<file path="config.mk">
export PLATFORM = sky130hd
export DESIGN_NAME = bcs_unit
export DESIGN_NICKNAME = d
export VERILOG_FILES = /design/src/rtl/bcs_unit.v
export VERILOG_INCLUDE_DIRS = /design/src /design/src/rtl
export SDC_FILE = /design/constraint.sdc
export NUM_CORES = 1
export LEC_CHECK = 0
export ABC_CLOCK_PERIOD_IN_PS = 3500
export BUFFER_PORTS_ARGS = -buffer_cell sky130_fd_sc_hd__buf_4
export CORE_ASPECT_RATIO = 0.9
export CORE_UTILIZATION = 40
export CTS_CLUSTER_DIAMETER = 60
export CTS_CLUSTER_SIZE = 8
export DETAILED_ROUTE_END_ITERATION = 10
export PLACE_DENSITY = 0.7
export SETUP_SLACK_MARGIN = 0.05
export SLEW_MARGIN = 0
export SYNTH_ARGS = -nofsm -noshare
export SYNTH_HDL_FRONTEND = slang
export SYNTH_SLANG_ARGS = --single-unit
export TNS_END_PERCENT = 50
</file>
<file path="constraint.sdc">
create_clock -name clk -period 3.5 [get_ports clk]
set_input_delay 0.175 -clock clk [delete_from_list [all_inputs] [get_ports clk]]
set_output_delay 0.175 -clock clk [all_outputs]
set_load 0.1 [all_outputs]
</file>
<file path="src/rtl/bcs_regs.vh">
`ifndef BCS_REGS_VH
`define BCS_REGS_VH
// opcode bytes
`define BCS_PREFIX      8'hed
`define BCS_OP_CMP_ASC  8'ha1
`define BCS_OP_CMP_ASCR 8'hb1
`define BCS_OP_CMP_DSC  8'ha9
`define BCS_OP_CMP_DSCR 8'hb9
`define BCS_OP_MOV_DSCR 8'hb8
// flag bit positions in the flag byte
`define BCS_FLAG_CARRY  0
`define BCS_FLAG_SUB    1
`define BCS_FLAG_PV     2
`define BCS_FLAG_HALF   4
`define BCS_FLAG_ZERO   6
`define BCS_FLAG_SIGN   7
// t-state counts of each machine cycle
`define BCS_T_M1        3'd4
`define BCS_T_M2        3'd4
`define BCS_T_M3        3'd3
`define BCS_T_M4        3'd5
`define BCS_T_M5        3'd5
`endif

</file>
<file path="src/rtl/bcs_unit.v">
// Notes on behaviour
// - compare reads memory, changes neither operand
// - ascending single: pointer up, counter down
// - descending single: pointer and counter down
// - zero flag set on equality
// - half-carry set on borrow from bit four
// - sign from result, subtract set, carry kept
// - parity/overflow set while counter-1 nonzero
// - repeat ends on zero count or match
// - unfinished repeat rewinds program counter by two
// - interrupts and two refreshes between iterations
// - zero count wraps, searches whole space
// - continuing iteration: 5 cycles, 21 states
// - final/single: 4 cycles, 16 states
// - move ends zero count, pointers below block
// - move copies source to destination, decrements
`timescale 1ns/100ps
`include "bcs_regs.vh"

module bcs_unit (
	clk,
	reset,
	start,
	opPrefix,
	opCode,
	accIn,
	flagsIn,
	hlIn,
	bcIn,
	deIn,
	pcIn,
	memRdData,
	memAddr,
	memRdStb,
	memWrStb,
	memWrData,
	refreshStb,
	intWindow,
	hlOut,
	bcOut,
	deOut,
	pcOut,
	flagsOut,
	busy,
	done,
	badOp,
	mCycle,
	tState
);
	input         clk;
	input         reset;
	input         start;
	input  [7:0]  opPrefix;
	input  [7:0]  opCode;
	input  [7:0]  accIn;
	input  [7:0]  flagsIn;
	input  [15:0] hlIn;
	input  [15:0] bcIn;
	input  [15:0] deIn;
	input  [15:0] pcIn;
	input  [7:0]  memRdData;
	output [15:0] memAddr;
	output        memRdStb;
	output        memWrStb;
	output [7:0]  memWrData;
	output        refreshStb;
	output        intWindow;
	output [15:0] hlOut;
	output [15:0] bcOut;
	output [15:0] deOut;
	output [15:0] pcOut;
	output [7:0]  flagsOut;
	output        busy;
	output        done;
	output        badOp;
	output [2:0]  mCycle;
	output [2:0]  tState;

	// ------------------------------------------------------------
	// sequencer state codes
	// ------------------------------------------------------------
	localparam ST_IDLE = 1'b0;
	localparam ST_RUN  = 1'b1;

	reg        state_ff;
	reg [15:0] memAddr_ff;
	reg        memRdStb_ff;
	reg        memWrStb_ff;
	reg [7:0]  memWrData_ff;
	reg        refreshStb_ff;
	reg        intWindow_ff;
	reg [15:0] hlOut_ff;
	reg [15:0] bcOut_ff;
	reg [15:0] deOut_ff;
	reg [15:0] pcOut_ff;
	reg [7:0]  flagsOut_ff;
	reg        busy_ff;
	reg        done_ff;
	reg        badOp_ff;
	reg [2:0]  mCycle_ff;
	reg [2:0]  tState_ff;
	reg        isMove_ff;
	reg        isDown_ff;
	reg        isRepeat_ff;
	reg [7:0]  acc_ff;
	reg [7:0]  dataByte_ff;
	reg        lastIter_ff;

	// ------------------------------------------------------------
	// opcode decode
	// ------------------------------------------------------------
	function opKnown;
		input [7:0] pre;
		input [7:0] op;
		begin
			opKnown = (pre == `BCS_PREFIX) &&
				(op == `BCS_OP_CMP_ASC || op == `BCS_OP_CMP_ASCR ||
				 op == `BCS_OP_CMP_DSC || op == `BCS_OP_CMP_DSCR ||
				 op == `BCS_OP_MOV_DSCR);
		end
	endfunction

	// t-states in a given machine cycle
	function [2:0] mLen;
		input [2:0] m;
		begin
			case (m)
				3'd1: mLen = `BCS_T_M1;
				3'd2: mLen = `BCS_T_M2;
				3'd3: mLen = `BCS_T_M3;
				3'd4: mLen = `BCS_T_M4;
				default: mLen = `BCS_T_M5;
			endcase
		end
	endfunction

	// ------------------------------------------------------------
	// arithmetic for the step
	// ------------------------------------------------------------
	wire [8:0]  diff    = {1'b0, acc_ff} - {1'b0, dataByte_ff};
	wire [4:0]  lowDiff = {1'b0, acc_ff[3:0]} - {1'b0, dataByte_ff[3:0]};
	wire        match   = (acc_ff == dataByte_ff);
	// a zero count wraps to ffff, so the search runs through all of memory
	wire [15:0] bcDec   = bcOut_ff - 16'h0001;
	wire        bcLeft  = (bcDec != 16'h0000);
	wire        stopNow = isMove_ff ? !bcLeft :
		(!isRepeat_ff || !bcLeft || match);
	wire        lastT   = (tState_ff == mLen(mCycle_ff));

	// ------------------------------------------------------------
	// sequencer
	// ------------------------------------------------------------
	always @(posedge clk) begin
		if (reset) begin
			state_ff      <= ST_IDLE;
			memAddr_ff    <= 16'h0000;
			memRdStb_ff   <= 1'b0;
			memWrStb_ff   <= 1'b0;
			memWrData_ff  <= 8'h00;
			refreshStb_ff <= 1'b0;
			intWindow_ff  <= 1'b0;
			hlOut_ff      <= 16'h0000;
			bcOut_ff      <= 16'h0000;
			deOut_ff      <= 16'h0000;
			pcOut_ff      <= 16'h0000;
			flagsOut_ff   <= 8'h00;
			busy_ff       <= 1'b0;
			done_ff       <= 1'b0;
			badOp_ff      <= 1'b0;
			mCycle_ff     <= 3'd0;
			tState_ff     <= 3'd0;
			isMove_ff     <= 1'b0;
			isDown_ff     <= 1'b0;
			isRepeat_ff   <= 1'b0;
			acc_ff        <= 8'h00;
			dataByte_ff   <= 8'h00;
			lastIter_ff   <= 1'b0;
		end else begin
			memRdStb_ff   <= 1'b0;
			memWrStb_ff   <= 1'b0;
			refreshStb_ff <= 1'b0;
			intWindow_ff  <= 1'b0;
			done_ff       <= 1'b0;
			badOp_ff      <= 1'b0;
			case (state_ff)
				ST_IDLE: begin
					if (start) begin
						if (opKnown(opPrefix, opCode)) begin
							state_ff    <= ST_RUN;
							busy_ff     <= 1'b1;
							isMove_ff   <= (opCode == `BCS_OP_MOV_DSCR);
							isDown_ff   <= opCode[3];
							isRepeat_ff <= opCode[4];
							acc_ff      <= accIn;
							hlOut_ff    <= hlIn;
							bcOut_ff    <= bcIn;
							deOut_ff    <= deIn;
							pcOut_ff    <= pcIn;
							flagsOut_ff <= flagsIn;
							mCycle_ff   <= 3'd1;
							tState_ff   <= 3'd1;
						end else begin
							badOp_ff <= 1'b1;
						end
					end
				end
				ST_RUN: begin
					tState_ff <= lastT ? 3'd1 : tState_ff + 3'd1;
					// two prefix/opcode fetch cycles each end in a refresh
					if (lastT && (mCycle_ff == 3'd1 || mCycle_ff == 3'd2))
						refreshStb_ff <= 1'b1;
					if (mCycle_ff == 3'd3 && tState_ff == 3'd1) begin
						memAddr_ff  <= hlOut_ff;
						memRdStb_ff <= 1'b1;
					end
					if (mCycle_ff == 3'd3 && lastT)
						dataByte_ff <= memRdData;
					if (mCycle_ff == 3'd4 && tState_ff == 3'd1 && isMove_ff) begin
						memAddr_ff   <= deOut_ff;
						memWrData_ff <= dataByte_ff;
						memWrStb_ff  <= 1'b1;
					end
					if (lastT) begin
						mCycle_ff <= mCycle_ff + 3'd1;
						if (mCycle_ff == 3'd4) begin
							bcOut_ff <= bcDec;
							hlOut_ff <= isDown_ff ? hlOut_ff - 16'h0001
								: hlOut_ff + 16'h0001;
							if (isMove_ff) begin
								deOut_ff <= deOut_ff - 16'h0001;
								flagsOut_ff[`BCS_FLAG_HALF] <= 1'b0;
								flagsOut_ff[`BCS_FLAG_SUB]  <= 1'b0;
							end else begin
								flagsOut_ff[`BCS_FLAG_ZERO] <= match;
								flagsOut_ff[`BCS_FLAG_HALF] <= lowDiff[4];
								flagsOut_ff[`BCS_FLAG_SIGN] <= diff[7];
								flagsOut_ff[`BCS_FLAG_SUB]  <= 1'b1;
							end
							flagsOut_ff[`BCS_FLAG_PV] <= bcLeft;
							lastIter_ff <= stopNow;
							if (stopNow) begin
								state_ff  <= ST_IDLE;
								busy_ff   <= 1'b0;
								done_ff   <= 1'b1;
								mCycle_ff <= 3'd0;
								tState_ff <= 3'd0;
							end
						end else if (mCycle_ff == 3'd5) begin
							pcOut_ff     <= pcOut_ff - 16'h0002;
							state_ff     <= ST_IDLE;
							busy_ff      <= 1'b0;
							done_ff      <= 1'b1;
							intWindow_ff <= 1'b1;
							mCycle_ff    <= 3'd0;
							tState_ff    <= 3'd0;
						end
					end
				end
				default: state_ff <= ST_IDLE;
			endcase
		end
	end

	assign memAddr    = memAddr_ff;
	assign memRdStb   = memRdStb_ff;
	assign memWrStb   = memWrStb_ff;
	assign memWrData  = memWrData_ff;
	assign refreshStb = refreshStb_ff;
	assign intWindow  = intWindow_ff;
	assign hlOut      = hlOut_ff;
	assign bcOut      = bcOut_ff;
	assign deOut      = deOut_ff;
	assign pcOut      = pcOut_ff;
	assign flagsOut   = flagsOut_ff;
	assign busy       = busy_ff;
	assign done       = done_ff;
	assign badOp      = badOp_ff;
	assign mCycle     = mCycle_ff;
	assign tState     = tState_ff;
endmodule // bcs_unit

</file>
==> flow_metrics.tcl, run 1 <==
set metrics [dict create \
    slew_viol_final 0 \
    synth-simple-area-share_pct 23.01 \
    htree_levels 4 \
    critPathLaunchType "flop" \
    die-height_um 130.7 \
    finalSetupViolations 0 \
    multi_input_area_sq_um 4454 \
    max_cap_violations 0 \
    finalCriticalPeriod_ns 2.853 \
    synth_edf_count 0 \
    grt_max_degree 80 \
    cpMostUsedCell "a21oi_1" \
    switching_share_pct 22.51 \
    drt_iter0_drc 517 \
    ios 216 \
    dp.final_hpwl_um 16710 \
    synth-xor-area-share_pct 2.140 \
    initial_core_util_pct 41.29 \
    switchingPower_uw 797.2 \
    crit_fanout 17 \
    cts_sinks 129 \
    status "completed" \
    die_x_um 145.1 \
    hold_start "accIn[2]" \
    worst_ep_arrival_time_ns 3.21 \
    grt.total_usage_pct 24.68 \
    drtPass1Iterations 5 \
    leakagePower_nw 4.239 \
    p_seq_share_pct 41.5 \
    die-area_sq_um 18960 \
    ys_seq_elements 129 \
    clkLatencyLatePin_ns 0.42 \
    critical_path.startpoint "mCycle[0]" \
    cts_buffers 17 \
    drt_wl_total_um 23760 \
    grt.overflow.total 0 \
    use_met2_pct 39.54 \
    critPathRequiredTime_ns 3.85 \
    antenna-diode-count 0 \
    fin_crit_sh_pct 81.52 \
    drive_gt1_share_pct 24.55 \
    min_path_cells 3 \
    cp_slowest_stage_delay_ns 0.61 \
    p_per_area_nw_per_um2 354.4 \
    syn_area_sq_um 7367 \
    vias 7787 \
    synthAdderAreaFrac_pct 5.707 \
    grt_use_met3_pct 7.153 \
    regArea_sq_um 2586 \
    endpoint_kind "flop" \
    synthToLayoutAreaGrowth_pct 35.67 \
    combPwrFrac_pct 5.0 \
    root_buffer "clkbuf_16" \
    io_buffers 215 \
    ys.flop_type "dfxtp_1" \
    met1_usage_pct 32.87 \
    viasPerCell 5.558 \
    finalSetupTns_ns 0 \
    synth_mux_area_share_pct 4.840 \
    clk_path_buf_depth 2 \
    synth_top_family_by_area "compound AO/OA/AOI/OAI gates" \
    worst-path-stages 9 \
    route.detailed.drc 0 \
    hold_viol_final 0 \
    core_sq_um 17840 \
    core.rowCount 46 \
    path_cells "inv_1, ha_1, o21bai_1, nor3_1, a21oi_1, a21oi_1, nor2_2, o21ai_0, a21oi_1" \
    skew_ns 0.01084 \
    cts.clk_slew.worst_paths_ns 0.06 \
    nNetsFinal 1288 \
    grt_pass1_wl_um 37370 \
    syn-num-nets 1084 \
    slowest_stage "nor2_2" \
    grt_pass1_vias 7078 \
    intPower_mw 2.745 \
    postCtsSetupBuffers 0 \
    rsz0062_at_grt "no" \
    syn-instance-count 944 \
    gp_congestion 0.8942 \
    yosysSeqAreaShare_pct 35.05 \
    cp_num_buf_inv 1 \
    antenna_found_initial 0 \
    synth_compound_area_share_pct 24.44 \
    hold_class "input port to flop" \
    final_common_cell "buf_4" \
    avgSynthCellArea_sq_um 7.804 \
    ir_drop_v 0.0003677 \
    critPathTopFamily "compound AO/OA/AOI/OAI gates" \
    ant_nets 0 \
    layout_common_cells "buf_4, dfxtp_1, nor2_1" \
    nFillCells 1743 \
    critPathKind "flop to flop" \
    yosys.cell_types.count 63 \
    ys_warn_count 0 \
    worst_r2r_path_depth 9 \
    slew_headroom_pct 43.29 \
    max_freq_mhz 350.5 \
    clkPwrFrac_pct 53.5 \
    async_flop_share_pct 0 \
    wl_per_cell_um 16.96 \
    rr_startpoint "mCycle[0]" \
    top_usage_layer "met2" \
    fin_util_pct 56.02 \
    worst_pin_slew_ns 0.8396 \
    cts_tree "built" \
]
==> final cells by class <==
cell class                 instances  share of cell area (%)
multi-input combinational        724                   44.57
sequential                       129                   25.88
timing repair buffer             245                   19.10
clock buffer                      19                   4.532
tap                              240                   3.005
clock inverter                    13                   1.753
inverter                          31                   1.164
==> tightest hold or removal path, delay by kind of cell <==
kind / cells / cell delay (ns)
compound gates: 1 / 0.06
simple gates: 1 / 0.05
buf+inv: 1 / 0.11
==> worst paths after layout <==
path | endpoint | slack, ns
worst max-delay path | bcOut[6] | 0.65
worst min-delay path | acc_ff[2] | 0.01
worst max register to register | bcOut[6] | 0.65
worst min register to register | isRepeat_ff | 0.45
==> metrics by stage <==
| step | total power [mW] | cells | worst slack [ns] | instance area, sq um | hold WS, ns |
|---|---|---|---|---|---|
| 2_1_floorplan | 1.551 | 944 | 0.3723 | 7367 | 0.3155 |
| 3_3_place_gp | 1.662 | 1351 | 0.4946 | 9184 | 0.4040 |
| 3_5_place_dp | 1.663 | 1351 | 0.3972 | 9184 | 0.4145 |
| 4_1_cts | 3.566 | 1401 | 0.3759 | 9992 | 0.0009723 |
| 5_1_grt | 3.651 | 1401 | 0.3724 | 9995 | 0.007153 |
| 6_report | 3.542 | 1401 | 0.6468 | 9995 | 0.01425 |
==> flip-flops by register name (all words and copies together) (netlist names), 3 cells and up <==
signal       count
acc_ff           8
bcOut           16
dataByte_ff      8
deOut           16
flagsOut         8
hlOut           16
mCycle           3
memAddr         16
memWrData        8
pcOut           16
tState           3
==> metal layers <==
layer  share of wire [%]  up-vias
met3                 7.5       21
li1                    -     3833
met1                  46     3637
met5                   0        -
met4                 1.3        0
met2                  45      296
==> kinds of logic (layout without fill, tap and decap cells) <==
kind of cell | after synthesis | count (layout)
muxes | 35 | 35
xor gates and xnor gates | 18 | 18
adders and majority gates | 33 | 33
buffers and inverters | 91 | 308
and+or+nand+nor | 349 | 349
AOI/OAI and AO/OA | 289 | 289
DFF | 129 | 129
==> power by group through the flow <==
stage	sequential, mW	clock (mW)	combinational (mW)
2_1_floorplan	1.51	0	0.0444
3_3_place_gp	1.50	0	0.160
3_5_place_dp	1.50	0	0.161
4_1_cts	1.47	1.92	0.178
5_1_grt	1.47	1.99	0.190
6_report	1.47	1.90	0.178
==> what timing repair did <==
| item | in CTS | in global routing |
|---|---|---|
| setup endpoints to repair | 0 | 4 |
| endpoints found under the hold margin | 18 | 0 |
| resized for setup | 0 | 1 |
| hold buffers | 18 | 0 |
==> synthesized netlist by cell type (all sizes together) (7+ instances only) <==
library cell	number	area [sq um]
mux2i	30	300.3
clkbuf	51	195.2
nand3	21	105.1
a22oi	8	60.06
a21oi	98	490.5
xor2	10	87.58
nor2b	13	81.33
buf	9	42.54
or4	11	97.59
inv	31	116.4
a221oi	7	61.31
nand2	87	326.6
nor3	29	150.1
xnor2	8	70.07
nand4	13	81.33
nand2b	8	57.55
nor4	11	75.07
o21ai	61	305.3
dfxtp	129	2582
a21o	17	127.6
ha	32	400.4
a211oi	51	387.9
o22ai	9	62.56
nor2	124	465.5
No activity file was read; power rests on OpenSTA's default activity.
==> inputs of run 2 (changes only) <==
- ABC_CLOCK_PERIOD_IN_PS: 3500 -> 2870
- clock period: 3.5 -> 2.87 ns (I/O delays scaled with it)
==> run 2 against run 1 <==
Worst setup slack got worse by 0.36 ns. Critical path type unchanged. Flip-flop and latch count did not move. Critical endpoint is now pcOut[4]. Register-to-register slack got worse by 0.36 ns. Power rose by 13%.
==> flow_metrics.tcl, run 2 (same netlist as run 1, synthesis figures left out) <==
set metrics [dict create \
    nNetsFinal 1305 \
    cp_slowest_stage_delay_ns 0.37 \
    grt_pass1_wl_um 37900 \
    leakagePower_nw 4.276 \
    core.rowCount 46 \
    drtPass1Iterations 5 \
    status "completed" \
    ios 216 \
    whs_ns 0.01983 \
    endpoint_kind "flop" \
    clk_path_buf_depth 2 \
    cts_sinks 129 \
    wl_met1_um 11180 \
    gp_congestion 0.9384 \
    hold_class "input port to flop" \
    grt_pass1_vias 7293 \
    die-area_sq_um 18960 \
    critPathKind "flop to flop" \
    finalSetupViolations 0 \
    htree_levels 4 \
    combPwrFrac_pct 5.5 \
    grt.overflow.total 0 \
    highest_layer "met4" \
    drt_wl_total_um 23950 \
    switchingPower_uw 960.4 \
    rr_startpoint "mCycle[0]" \
    fin_util_pct 56.40 \
    cpMostUsedCell "ha_1" \
    pre_cts_ws_ns 0.2725 \
    max_freq_mhz 387.7 \
    hold_viol_final 0 \
    crit_fanout 30 \
    max_cap_violations 0 \
    path_cells "ha_1, ha_1, or3b_1, nor3_1, a21oi_1, buf_4, a311oi_4, buf_12, o21ai_0, a22oi_1, nor2_1" \
    initial_core_util_pct 41.29 \
    drive_gt1_share_pct 25.81 \
    grt_max_degree 58 \
    core_sq_um 17840 \
    slew_headroom_pct 46.35 \
    cts_tree "built" \
    synthToLayoutAreaGrowth_pct 36.58 \
    fin_crit_sh_pct 89.87 \
    critPathLaunchType "flop" \
    wl_met2_um 10630 \
    viasPerCell 5.543 \
    finalCriticalPeriod_ns 2.579 \
    clkLatencyLatePin_ns 0.42 \
    layout_common_cells "buf_4, nor2_1, dfxtp_1" \
    slowest_stage "or3b_1" \
    vias 7860 \
    switching_share_pct 24.06 \
    io_buffers 215 \
    die_x_um 145.1 \
    cp_num_buf_inv 2 \
    intPower_mw 3.032 \
    wl_per_cell_um 16.89 \
    critPathTopFamily "compound AO/OA/AOI/OAI gates" \
    slew_viol_final 0 \
    cts.clk_slew.worst_paths_ns 0.06 \
    clkPwrFrac_pct 49.6 \
    antenna_found_initial 0 \
    critical_path.startpoint "mCycle[0]" \
    antenna-diode-count 0 \
    ir_drop_v 0.0004014 \
    worst_ep_arrival_time_ns 2.87 \
    worst_pin_slew_ns 0.7943 \
    hold_start "hlIn[15]" \
    route.detailed.drc 0 \
    cts_buffers 17 \
    p_per_area_nw_per_um2 396.7 \
    p_seq_share_pct 44.9 \
    dp.final_hpwl_um 16890 \
    final_common_cell "buf_4" \
    postCtsSetupBuffers 0 \
    skew_ns 0.01130 \
    finalSetupTns_ns 0 \
    critPathRequiredTime_ns 3.16 \
    die-height_um 130.7 \
    ant_nets 0 \
    root_buffer "clkbuf_16" \
    grt.total_usage_pct 25.06 \
    final.setup.worst_slack_ns 0.2907 \
    drt_iter0_drc 503 \
    rsz0062_at_grt "no" \
    wl_met3_um 1656 \
]
## run 2: path summary, 6_finish.rpt
kind | cells after the start | slack (ns) | to
setup / recovery | 11 | 0.29 | pcOut[4]
hold / removal | 3 | 0.02 | hlOut[15]
setup reg to reg | 11 | 0.29 | pcOut[4]
hold reg to reg | 2 | 0.45 | flagsOut[3]
## run 2: final cells by class
cell class / count / area, sq um
Clock inverter: 15 / 111.4
Inverter: 31 / 116.4
Clock buffer: 17 / 425.4
Tap cell: 240 / 300.3
Fill cell: 1694 / 7780
Sequential cell: 129 / 2594
Timing Repair Buffer: 262 / 2059
Multi-Input combinational cell: 724 / 4456
## run 2: layer usage
| layer | global-route usage (%) | vias up |
|---|---|---|
| met1 | 33.61 | 3643 |
| met3 | 5.764 | 31 |
| met2 | 39.79 | 307 |
| met4 | 8.669 | 0 |
| li1 | - | 3879 |
| met5 | 0 | - |
## run 2: timing repair
action,4_1_cts,5_1_grt
hold buffers,22,0
endpoints found under the setup margin,0,5
hold endpoints to repair,22,0
resized for setup,0,1
## run 2: power groups by stage
stage	sequential (mW)	clock (mW)	combinational, mW
global placement	1.83	0	0.194
detailed placement	1.83	0	0.195
finish	1.79	1.98	0.221
floorplan	1.84	0	0.0542
global route	1.79	2.11	0.236
CTS	1.79	2.03	0.219
## run 2: tightest hold or removal path, stage by stage
cell	delay, ns
buf_4	0.08
a31oi_1	0.06
o21ai_0	0.11
## run 2: metrics by stage
stage               area (sq um)  cells  total power [mW]
floorplan                   7375    944             1.891
global placement            9301   1364             2.025
detailed placement          9301   1364             2.026
CTS                        10060   1418             4.036
global route               10060   1418             4.135
finish                     10060   1418             3.992
